### config.mk
export PLATFORM = sky130hd
export DESIGN_NAME = exec_core
export DESIGN_NICKNAME = d
export VERILOG_FILES = /design/src/exec_pkg.sv /design/src/alu_if.sv /design/src/exec_core.sv /design/src/alu_unit.sv
export SDC_FILE = /design/constraint.sdc
export NUM_CORES = 1
export LEC_CHECK = 0
export BUFFER_PORTS_ARGS = -buffer_cell sky130_fd_sc_hd__buf_2
export CORE_MARGIN = 2
export CORE_UTILIZATION = 58
export DETAILED_ROUTE_END_ITERATION = 6
export GPL_TIMING_DRIVEN = 0
export PLACE_DENSITY = 0.83
export RECOVER_POWER = 50
export SLEW_MARGIN = 20
export SYNTH_ARGS = -nofsm -noshare
export SYNTH_HDL_FRONTEND = slang
export SYNTH_HIERARCHICAL = 1
export SYNTH_SLANG_ARGS = --single-unit
### constraint.sdc
create_clock -name clk -period 4.4 [get_ports clk]
set_input_delay 0 -clock clk [delete_from_list [all_inputs] [get_ports clk]]
set_output_delay 0 -clock clk [all_outputs]
set_load 0.005 [all_outputs]
### src/exec_pkg.sv
package exec_pkg;

   localparam int DATA_W = 16;
   localparam int COUNT_W = 5;
   localparam int POS_W = 4;
   localparam int TEN_BIT_LITERAL_W = 10;
   localparam int FIVE_BIT_LITERAL_W = 5;
   localparam int NIBBLE_TOP = 3;

   // Extra stall cycles beyond the single issue cycle
   localparam logic [1:0] STALL_NONE = 2'h0;
   localparam logic [1:0] STALL_TAKEN = 2'h1;
   localparam logic [1:0] STALL_SKIP_ONE = 2'h1;
   localparam logic [1:0] STALL_SKIP_TWO = 2'h2;

   localparam logic [DATA_W-1:0] RESULT_RESET = 16'h0000;

   typedef struct packed {
      logic c;
      logic digit_carry;
      logic n;
      logic overflow;
      logic z;
   } flags_t;

   localparam flags_t FLAGS_RESET = '{c: 1'b0, digit_carry: 1'b0, n: 1'b0, overflow: 1'b0,
      z: 1'b0};

   typedef enum logic [3:0] {
      nop_op = 4'h0,
      add_op = 4'h1,
      add_with_carry_op = 4'h2,
      arith_shift_right_op = 4'h3,
      arith_shift_right_multi_op = 4'h4,
      branch_op = 4'h5,
      computed_branch_op = 4'h6,
      bit_test_skip_clear_op = 4'h7,
      bit_set_op = 4'h8,
      bit_clear_op = 4'h9,
      bit_toggle_op = 4'ha,
      flag_to_bit_write_op = 4'hb,
      flag_to_bit_write_zero_op = 4'hc
   } op_t;

   typedef enum logic [2:0] {
      form_file = 3'h0,
      form_file_to_working = 3'h1,
      form_ten_bit_literal = 3'h2,
      form_three_reg = 3'h3,
      form_five_bit_literal = 3'h4
   } form_t;

   typedef enum logic [1:0] {
      dest_file = 2'h0,
      dest_working = 2'h1,
      dest_register = 2'h2
   } dest_t;

   typedef enum logic [3:0] {
      cond_always = 4'h0,
      cond_c = 4'h1, cond_nc = 4'h2,
      cond_n = 4'h3, cond_nn = 4'h4,
      cond_overflow = 4'h5, cond_no_overflow = 4'h6,
      cond_z = 4'h7, cond_nz = 4'h8,
      cond_ge = 4'h9, cond_gt = 4'ha, cond_le = 4'hb, cond_lt = 4'hc,
      cond_geu = 4'hd, cond_gtu = 4'he, cond_leu = 4'hf
   } cond_t;

   // Unsigned less-than is carry clear, the same test as cond_nc

   typedef enum logic [1:0] {
      st_issue = 2'b01,
      st_stall = 2'b10
   } state_t;

endpackage : exec_pkg

### src/alu_if.sv
`timescale 1ns/1ps
interface alu_if;
   import exec_pkg::*;
   logic [DATA_W-1:0] a;
   logic [DATA_W-1:0] b;
   logic [COUNT_W-1:0] count;
   logic [POS_W-1:0] pos;
   flags_t fin;
   op_t op;
   logic [DATA_W-1:0] res;
   flags_t fout;
   logic bit_val;
   modport core (output a, b, count, pos, fin, op, input res, fout, bit_val);
   modport unit (input a, b, count, pos, fin, op, output res, fout, bit_val);
endinterface : alu_if

### src/exec_core.sv
`timescale 1ns/1ps
// Functional notes
// - Add and add-with-carry take one word and one cycle in five forms and set all five flags.
// - One-place arithmetic shift right keeps sign, one cycle, updates carry, N, overflow, Z.
// - A multi-place arithmetic right shift by register or 5-bit literal takes one cycle and sets only N and Z.
// - Signed branches take one cycle when not taken, two when taken, and leave the flags alone.
// - Unsigned branches compare through carry, take one or two cycles and leave the flags alone.
// - Single-flag branches take one or two cycles, unconditional and computed branches two, and no branch alters flags.
// - Bit test and skip if clear takes one cycle, two or three on a skip, and alters no flag.
module exec_core (
   input wire logic clk,
   input wire logic rst,
   input wire logic op_valid,
   input wire exec_pkg::op_t op,
   input wire exec_pkg::form_t form,
   input wire exec_pkg::cond_t cond,
   input wire logic [exec_pkg::DATA_W-1:0] opnd_a,
   input wire logic [exec_pkg::DATA_W-1:0] opnd_b,
   input wire logic [exec_pkg::TEN_BIT_LITERAL_W-1:0] literal,
   input wire logic [exec_pkg::POS_W-1:0] four_bit_position,
   input wire logic [exec_pkg::DATA_W-1:0] branch_target,
   input wire logic next_is_two_word,
   output logic op_ready,
   output logic [exec_pkg::DATA_W-1:0] result_r,
   output exec_pkg::dest_t result_dest_r,
   output logic result_valid_r,
   output exec_pkg::flags_t flags_r,
   output logic pc_load_r,
   output logic [exec_pkg::DATA_W-1:0] pc_target_r,
   output logic skip_r
);
   import exec_pkg::*;

   alu_if alu ();

   alu_unit u_alu (
      .io(alu.unit)
   );

   state_t state_r;
   logic [1:0] stall_left_r;
   logic accept;
   logic [DATA_W-1:0] b_sel;
   logic taken;
   logic writes_result;
   logic [1:0] stall_nxt;
   dest_t dest_nxt;

   assign op_ready = (state_r == st_issue);
   assign accept = op_valid && op_ready;

   // Literal forms replace the second operand, zero extended
   always_comb begin
      case (form)
         form_ten_bit_literal: b_sel = {{(DATA_W-TEN_BIT_LITERAL_W){1'b0}}, literal};
         form_five_bit_literal: begin
            b_sel = {{(DATA_W-FIVE_BIT_LITERAL_W){1'b0}}, literal[FIVE_BIT_LITERAL_W-1:0]};
         end
         default: b_sel = opnd_b;
      endcase
   end

   assign alu.a = opnd_a;
   assign alu.b = b_sel;
   assign alu.count = (form == form_five_bit_literal) ? literal[COUNT_W-1:0]
                      : opnd_b[COUNT_W-1:0];
   assign alu.pos = (op == flag_to_bit_write_op || op == flag_to_bit_write_zero_op)
                    ? opnd_b[POS_W-1:0] : four_bit_position;
   assign alu.op = op;
   // Plain add must not pick up the live carry
   always_comb begin
      alu.fin = flags_r;
      if (op == add_op) begin
         alu.fin.c = 1'b0;
      end
   end

   // Branch condition evaluation from the current flags
   always_comb begin
      case (cond)
         cond_always: taken = 1'b1;
         cond_c: taken = flags_r.c;
         cond_nc: taken = !flags_r.c;
         cond_n: taken = flags_r.n;
         cond_nn: taken = !flags_r.n;
         cond_overflow: taken = flags_r.overflow;
         cond_no_overflow: taken = !flags_r.overflow;
         cond_z: taken = flags_r.z;
         cond_nz: taken = !flags_r.z;
         cond_ge: taken = !(flags_r.n ^ flags_r.overflow);
         cond_gt: taken = !flags_r.z && !(flags_r.n ^ flags_r.overflow);
         cond_le: taken = flags_r.z || (flags_r.n ^ flags_r.overflow);
         cond_lt: taken = flags_r.n ^ flags_r.overflow;
         cond_geu: taken = flags_r.c;
         cond_gtu: taken = flags_r.c && !flags_r.z;
         cond_leu: taken = !flags_r.c || flags_r.z;
         default: taken = 1'b0;
      endcase
   end

   always_comb begin
      case (op)
         add_op, add_with_carry_op, arith_shift_right_op, arith_shift_right_multi_op,
         bit_set_op, bit_clear_op, bit_toggle_op, flag_to_bit_write_op,
         flag_to_bit_write_zero_op: writes_result = 1'b1;
         default: writes_result = 1'b0;
      endcase
      case (form)
         form_file: dest_nxt = dest_file;
         form_file_to_working: dest_nxt = dest_working;
         default: dest_nxt = dest_register;
      endcase
      case (op)
         branch_op: stall_nxt = taken ? STALL_TAKEN : STALL_NONE;
         computed_branch_op: stall_nxt = STALL_TAKEN;
         bit_test_skip_clear_op: begin
            if (alu.bit_val) begin
               stall_nxt = STALL_NONE;
            end else begin
               stall_nxt = next_is_two_word ? STALL_SKIP_TWO : STALL_SKIP_ONE;
            end
         end
         default: stall_nxt = STALL_NONE;
      endcase
   end

   // Issue/stall sequencing: a redirect or skip holds off the next issue
   always_ff @(posedge clk) begin
      if (rst) begin
         state_r <= st_issue;
         stall_left_r <= STALL_NONE;
      end else begin
         case (state_r)
            st_issue: begin
               if (accept && stall_nxt != STALL_NONE) begin
                  state_r <= st_stall;
                  stall_left_r <= stall_nxt;
               end
            end
            st_stall: begin
               stall_left_r <= stall_left_r - 2'h1;
               if (stall_left_r == 2'h1) begin
                  state_r <= st_issue;
               end
            end
            default: begin
               state_r <= st_issue;
               stall_left_r <= STALL_NONE;
            end
         endcase
      end
   end

   // Flags move only for arithmetic; the ALU passes them through otherwise
   always_ff @(posedge clk) begin
      if (rst) begin
         flags_r <= FLAGS_RESET;
      end else if (accept) begin
         flags_r <= alu.fout;
      end
   end

   always_ff @(posedge clk) begin
      if (rst) begin
         result_r <= RESULT_RESET;
         result_dest_r <= dest_file;
         result_valid_r <= 1'b0;
      end else begin
         result_valid_r <= accept && writes_result;
         if (accept && writes_result) begin
            result_r <= alu.res;
            result_dest_r <= dest_nxt;
         end
      end
   end

   always_ff @(posedge clk) begin
      if (rst) begin
         pc_load_r <= 1'b0;
         pc_target_r <= RESULT_RESET;
         skip_r <= 1'b0;
      end else begin
         pc_load_r <= accept && (op == computed_branch_op || (op == branch_op && taken));
         skip_r <= accept && (op == bit_test_skip_clear_op) && !alu.bit_val;
         if (accept && (op == computed_branch_op || op == branch_op)) begin
            pc_target_r <= branch_target;
         end
      end
   end
endmodule : exec_core

### src/alu_unit.sv
`timescale 1ns/1ps
module alu_unit (
   alu_if.unit io
);
   import exec_pkg::*;

   function automatic logic is_zero(input logic [DATA_W-1:0] v);
      return v == '0;
   endfunction : is_zero

   logic [DATA_W:0] sum;
   logic [NIBBLE_TOP+1:0] low_sum;
   logic [DATA_W-1:0] one_hot;

   always_comb begin
      sum = {1'b0, io.a} + {1'b0, io.b} + {{DATA_W{1'b0}}, io.fin.c};
      low_sum = {1'b0, io.a[NIBBLE_TOP:0]} + {1'b0, io.b[NIBBLE_TOP:0]}
                + {{(NIBBLE_TOP+1){1'b0}}, io.fin.c};
      one_hot = 16'h0001 << io.pos;
      io.bit_val = io.a[io.pos];
      io.res = io.a;
      io.fout = io.fin;
      case (io.op)
         add_op, add_with_carry_op: begin
            io.res = sum[DATA_W-1:0];
            io.fout.c = sum[DATA_W];
            io.fout.digit_carry = low_sum[NIBBLE_TOP+1];
            io.fout.n = sum[DATA_W-1];
            io.fout.overflow = (io.a[DATA_W-1] == io.b[DATA_W-1])
                         && (sum[DATA_W-1] != io.a[DATA_W-1]);
            io.fout.z = is_zero(sum[DATA_W-1:0]);
         end
         arith_shift_right_op: begin
            io.res = {io.a[DATA_W-1], io.a[DATA_W-1:1]};
            io.fout.c = io.a[0];
            io.fout.n = io.a[DATA_W-1];
            io.fout.overflow = 1'b0;
            io.fout.z = is_zero({io.a[DATA_W-1], io.a[DATA_W-1:1]});
         end
         arith_shift_right_multi_op: begin
            io.res = $signed(io.a) >>> io.count;
            io.fout.n = io.a[DATA_W-1];
            io.fout.z = is_zero($signed(io.a) >>> io.count);
         end
         bit_set_op: io.res = io.a | one_hot;
         bit_clear_op: io.res = io.a & ~one_hot;
         bit_toggle_op: io.res = io.a ^ one_hot;
         flag_to_bit_write_op: io.res = io.fin.c ? (io.a | one_hot) : (io.a & ~one_hot);
         flag_to_bit_write_zero_op: io.res = io.fin.z ? (io.a | one_hot) : (io.a & ~one_hot);
         default: io.res = io.a;
      endcase
   end

endmodule : alu_unit

# ---- Yosys cells after proc, flatten, opt, wreduce, memory -nomap -nowiden
# Memories as Yosys holds them, arrays and structs flattened.
# Cells that the tools add are included.
dict set report classes {
  add_sub_neg 5
  n_lt_le_gt_ge 1
  eq_ne 37
  shift 2
  mux 24
  bitwise_logic 5
  reduce_logical 39
}
# operator count
set op_table {}
lappend op_table {{16-bit one-hot mux with 8 select lines} 1}
lappend op_table {{4-bit == test, second input constant} 13}
lappend op_table {{16-bit zero test} 3}
lappend op_table {{4-bit by 3-bit == test with 1-bit output, second input constant} 8}
lappend op_table {{16-bit 2-to-1 mux} 2}
lappend op_table {{16-bit one-hot mux with 2 select lines} 1}
lappend op_table {{16-bit by 16-bit adder with 17-bit output} 1}
lappend op_table {{17-bit by 1-bit adder with 17-bit output} 1}
lappend op_table {{16-bit AND} 1}
lappend op_table {{4-bit by 2-bit == test with 1-bit output, second input constant} 4}
lappend op_table {{16-bit NOT} 1}
lappend op_table {{16-bit bitwise OR} 1}
lappend op_table {{1-bit by 4-bit << shifter with 16-bit output, first input constant} 1}
lappend op_table {{16-bit by 5-bit >>> shifter with 16-bit output} 1}
lappend op_table {{16-bit bitwise XOR} 1}
lappend op_table {{1-bit one-hot mux with 15 select lines} 1}
lappend op_table {{2-bit one-hot mux with 2 select lines} 3}
lappend op_table {{1-bit logical AND} 11}
lappend op_table {{2-bit 2-to-1 mux} 5}
lappend op_table {{2-bit AND reduction} 5}
lappend op_table {{4-bit by 1-bit == test with 1-bit output, second input constant} 2}
lappend op_table {{1-bit zero test} 6}
lappend op_table {{1-bit one-hot mux with 2 select lines} 3}
lappend op_table {{2-bit one-hot mux with 3 select lines} 1}
lappend op_table {{25 further kinds} 36}
dict set report totals {
  ff_bits 46
  rom_bits 16
  input_bits 77
  out_inout_bits 43
  elab_cells 127
  mem_count 1
}
# memory depth word_bits rd rd_ports_with_merged_regs write_ports line
set mem_list {}
lappend mem_list {{(no name shown)} 16 1 1 0 0 exec_core.sv:102} ;# case (op)

# ---- Logic depth before layout (Yosys ltp)
dict set report depth {
  word_depth 11
  ltp_mapped 17
  ltp_nobuf 16
}

# ---- Modules after synthesis
# The synthesis kept the hierarchy.
# mod n_inst cells_each area_per_inst_um2 seq_area_each_um2
set modules_own_cells {}
lappend modules_own_cells {alu_unit 1 527 3738.6 0.0}
lappend modules_own_cells {exec_core 1 281 2412.3 920.9}

# ---- Worst setup path before layout
# OpenSTA, ideal clock, no wires.
dict set report synth_timing {
  path_kind {input -> register}
  startpoint {input port form[1]}
  endpoint {register result_r[12] (netlist name)}
  setup_ns 0.070
  arrival_time_ns 3.143
  required_time_ns 4.330
  setup_slack_ns 1.186
  cell_stages 17
  cell_sequence {clkbuf_1 > xnor2_1 > nor2_1 > buf_2 > mux2_2 > fa_1 > inv_1 > fa_1 > nor2b_1 > o2111a_1 > o21ai_1 > a31oi_1 > o21a_1 > or3_1 > a22oi_1 > nand2_1 > a21oi_1}
}
dict set report synth_between {
  elab_chain_cells 5
  word_cells_on_any_way 8
  classes_between {add/sub (2); eq/ne (2); shift (1); mux (3)}
}
# element line
set synth_rtl {}
lappend synth_rtl {{from (decl)} exec_core.sv:15} ;# input wire exec_pkg::form_t form,
lappend synth_rtl {{3-bit == test or 3-bit by 2-bit == test with 1-bit output (tied branches)} exec_core.sv:54} ;# case (form)
lappend synth_rtl {{16-bit one-hot mux with 2 select lines (*)} exec_core.sv:54}
lappend synth_rtl {{via alu.b[0]} alu_if.sv:5} ;# logic [DATA_W-1:0] b;
lappend synth_rtl {{16-bit by 16-bit adder with 17-bit output (*)} alu_unit.sv:16} ;# sum = {1'b0, io.a} + {1'b0, io.b} + {{DATA_W{1'b0}}, io.fin.c};
lappend synth_rtl {{17-bit by 1-bit adder with 17-bit output (*)} alu_unit.sv:16}
lappend synth_rtl {{16-bit one-hot mux with 8 select lines (*)} alu_unit.sv:23} ;# case (io.op)
lappend synth_rtl {{via alu.res[12]} alu_if.sv:10} ;# logic [DATA_W-1:0] res;
lappend synth_rtl {{to (signal assigned)} exec_core.sv:171} ;# result_r <= alu.res;
lappend synth_rtl {{to (decl)} exec_core.sv:24} ;# output logic [exec_pkg::DATA_W-1:0] result_r,
# Mark *: on every way through the listed nets, which the timed path passes. The rest lies on a longest branch.
# A chain may end at the register's enable or synchronous reset.

==> run summary <==
For this run, design rule violations remaining after detail routing come to 0. The run gives 0.690 as the post-layout utilization of the core. The data arrival time at the worst-slack endpoint was 4280 ps; the fraction of the yosys area taken by sequential cells was 0.150.

The run finished with clean final reports. For the maximum VDD drop, the log shows 0.291 mV. The global routing stage identified its most utilized layer as met2.

In this run the deepest clock path goes through 2 buffers. The tools report the number of unique standard cell types used by synthesis as 90. TritonCTS built the clock tree. Setup violations remaining at the end of the flow were counted as 0. Of all nets on the critical path, the largest fanout is 10. The final worst-path cycle share is 0.917, and the via count of the first global-routing pass is 6586.

Met2 track demand over resource in global routing: 0.607. The logs give 0.520 for the global-route track usage on met1 and 938 for the post-synth net total. Data on the critical path is required at its endpoint by 4640 ps. The final estimated routing congestion in global placement is 1.04. Setup repair after global routing left no endpoint under its margin.

The global routing usage summed across all routing layers is 0.390, and the initial cell density of the core is 0.596. The tools report the number of antenna repair diodes as 0. The die outline area was 11400 um^2; the count of vias placed by the detailed router was 7108. The run gives 0 as the max-slew violation count.

The later pin in the worst-skew pair is clocked with a latency of 310 ps. For the maximum clock frequency, the log shows 248 MHz. The final count of hold timing violations was 0; the detailed-route wire length was 22600 um.

Setup TNS: 0 ps. The logs give 0.349 for the worst slew margin relative to its limit and 0.0699 for the fraction of met3 tracks used by global routing. The horizontal extent of the die was 107 um. The number of standard cells after synthesis was 808; the fraction of synthesis flops using an asynchronous set or reset pin was 0.

The post-CTS clock slew at the launch and capture registers of the worst setup and hold paths was 100 ps. The fraction of final layout cells sized beyond drive strength 1 is 0.198, and the initial antenna violation count is 0. The final period demand of the worst path was 4040 ps; the DRC marker count from the first detailed-route iteration was 790. The tools report the proportion of power drawn by flip-flops and latches as 0.297.

The worst hold path belongs to the class in -> reg. Yosys mapped a number of flops with a built-in enable equal to 0. In this run the mean area of a mapped cell was 7.61 um^2. Clock tree synthesis inserted a total of 5 buffers. The I/O pin total is 120.

Across the routed clock network, the largest skew measured is 13.3 ps. The Yosys step of the flow raised 6 warnings. Entering global routing, the biggest net connects 18 pins.

The critical path startpoint category was an input pin. The switching share of total power is 0.427. Counting flops and latches in the post-synthesis netlist gives 46. In the routed layout, each cell is associated on average with a via count of 6.56. Most instantiated flip-flop cell in the synthesis netlist: sky130_fd_sc_hd__dfxtp_1.

The run gives 0 as the remaining global-route overflow. The H-tree generated during clock tree synthesis spans 2 levels. For this design, the sink count on the clock tree is 46. The relative area change from synthesis to final layout was 15.9%; the slew at the pin with the worst max-slew slack was 975 ps. In the final routed layout, each cell accounts on average for 20.9 um.

The first global-routing pass estimated 35000 um of wire. The tool flagged a number of max-cap violations equal to 0. The power density of the placed cells was 211 nW/um^2. The height of the chip came out at 107 um. The synthesized netlist occupies a cell area of 6150 um^2.

The category of the critical setup timing path is in -> reg. The count of input and output buffers was 115. The net total in the final layout is 1077, and the static power due to leakage is 0.00286 uW. Number of placement rows: 37.

Cell internal power was estimated by the tool at 863 uW. The number of antenna-violating nets in the routed design was 0. The run gives 0.188 as the share of power burned in the clock network. In this run the clock root is driven by a sky130_fd_sc_hd__clkbuf_8. For this design the total switching power over the nets is 643 uW. The tools report the placeable core area as 10300 um^2. STA classifies the critical path endpoint as a flop.

Before antenna repair, the detailed router went through 6 iterations. The combinational share of power is 0.515, and the half-perimeter wire length after placement is 17000 um.
-- area by class of cell --
type	count	area (um^2)
Clock inverter	3	28.8
Timing Repair Buffer	132	712
Tap cell	136	170
Sequential cell	46	921
Clock buffer	5	68.8
Inverter	37	139
Buffer	60	304
Multi-Input combinational cell	665	4780
Fill cell	901	3200
-- cell usage after synthesis (all sizes together) (14+ instances only) --
library cell / count / area share
a21oi: 72 / 0.060
buf: 32 / 0.032
clkbuf: 28 / 0.017
dfxtp: 46 / 0.15
ha: 51 / 0.10
inv: 34 / 0.021
mux2: 19 / 0.035
mux2i: 31 / 0.050
mux4: 18 / 0.067
nand2: 88 / 0.054
nand3: 29 / 0.024
nor2: 81 / 0.050
nor2b: 16 / 0.016
o211ai: 14 / 0.019
o21ai: 60 / 0.051
-- sequential cells by signal, summed over array words and instances, names as in the netlist --
| signal | count |
|---|---|
| pc_load_r | 1 |
| stall_left_r | 2 |
| flags_r | 5 |
| pc_target_r | 16 |
| state_r | 2 |
| result_valid_r | 1 |
| skip_r | 1 |
| result_dest_r | 2 |
| result_r | 16 |
-- kinds of logic (layout without fill, tap and decap cells) --
group                      after synthesis  count (layout)  share of synthesized area
AOI/OAI and AO/OA                      254             254                      0.286
xor gates and xnor gates                12              12                     0.0171
adders and majority gates               53              53                      0.110
buffers and inverters                   97             237                     0.0720
DFF                                     46              46                      0.150
muxes                                   68              68                      0.152
and+or+nand+nor                        278             278                      0.213
-- critical path: stages --
cell and delay (ps):
sky130_fd_sc_hd__dlygate4sd3_1 540, sky130_fd_sc_hd__buf_2 150, sky130_fd_sc_hd__nor2_1 210, sky130_fd_sc_hd__buf_2 280
sky130_fd_sc_hd__mux2_2 390, sky130_fd_sc_hd__fa_1 450, sky130_fd_sc_hd__a211oi_2 320, sky130_fd_sc_hd__o21ai_2 140
sky130_fd_sc_hd__a2111oi_4 450, sky130_fd_sc_hd__nor2_1 140, sky130_fd_sc_hd__xnor2_1 270, sky130_fd_sc_hd__nand4_1 160
sky130_fd_sc_hd__o41ai_1 500, sky130_fd_sc_hd__nand3_1 130, sky130_fd_sc_hd__a21oi_1 140
-- metrics by stage --
step | std cells | hold slack [ps] | area [um^2] | total power [uW] | setup slack, ps
6_report | 1084 | 18.8 | 7130 | 1510 | 365
5_1_grt | 1084 | 24.7 | 7130 | 1580 | 185
4_1_cts | 1084 | 14.1 | 7160 | 1480 | 494
3_5_place_dp | 1059 | 249 | 6900 | 1190 | 482
3_3_place_gp | 1059 | 233 | 6900 | 1180 | 504
2_1_floorplan | 808 | 147 | 6150 | 960 | 1190
-- metal layers --
| layer | part of all wire | up-vias |
|---|---|---|
| met2 | 0.43 | 494 |
| li1 | - | 3272 |
| met3 | 0.10 | 85 |
| met4 | 0.050 | 0 |
| met1 | 0.42 | 3257 |
| met5 | 0 | - |
-- worst paths after layout --
| check | from | endpoint | slack, ps | cells past startpoint |
|---|---|---|---|---|
| worst max-delay path | form[0] | flags_r[0] | 360 | 15 |
| worst min register to register | result_r[6] | result_r[6] | 470 | 2 |
| worst max register to register | flags_r[4] | flags_r[0] | 630 | 14 |
| worst min-delay path | op_valid | flags_r[2] | 20 | 3 |
-- power by group through the flow --
stage / registers [uW] / logic [uW] / clock network [uW]
global route: 449 / 832 / 300
finish: 447 / 776 / 283
floorplan: 456 / 503 / 0
detailed placement: 455 / 736 / 0
global placement: 455 / 729 / 0
CTS: 446 / 751 / 284
-- layout by cell type, fill, tap and decap left out, types with 7 or more instances in the layout --
cell type / count
sky130_fd_sc_hd__nor2_1: 80
sky130_fd_sc_hd__inv_1: 33
sky130_fd_sc_hd__mux2_2: 17
sky130_fd_sc_hd__a31oi_1: 9
sky130_fd_sc_hd__dlygate4sd3_1: 17
sky130_fd_sc_hd__mux4_2: 17
sky130_fd_sc_hd__mux2i_1: 31
sky130_fd_sc_hd__nand2b_1: 9
sky130_fd_sc_hd__o21ai_0: 49
sky130_fd_sc_hd__o21ai_1: 9
sky130_fd_sc_hd__ha_1: 51
sky130_fd_sc_hd__o21a_1: 8
sky130_fd_sc_hd__a21oi_1: 70
sky130_fd_sc_hd__nand3_1: 29
sky130_fd_sc_hd__nor2b_1: 16
sky130_fd_sc_hd__a221oi_1: 7
sky130_fd_sc_hd__nand2_1: 88
sky130_fd_sc_hd__clkbuf_1: 55
sky130_fd_sc_hd__nor3_1: 11
sky130_fd_sc_hd__dfxtp_1: 46
sky130_fd_sc_hd__buf_2: 103
sky130_fd_sc_hd__a22o_1: 11
sky130_fd_sc_hd__xnor2_1: 9
sky130_fd_sc_hd__o211ai_1: 12
-- what timing repair did --
item / 4_1_cts / 5_1_grt
endpoints found under the hold margin: 17 / 0
resized for setup: 0 / 0
setup buffers: 0 / 0
hold buffers: 17 / 0
Power figures use the tool's default switching activity.
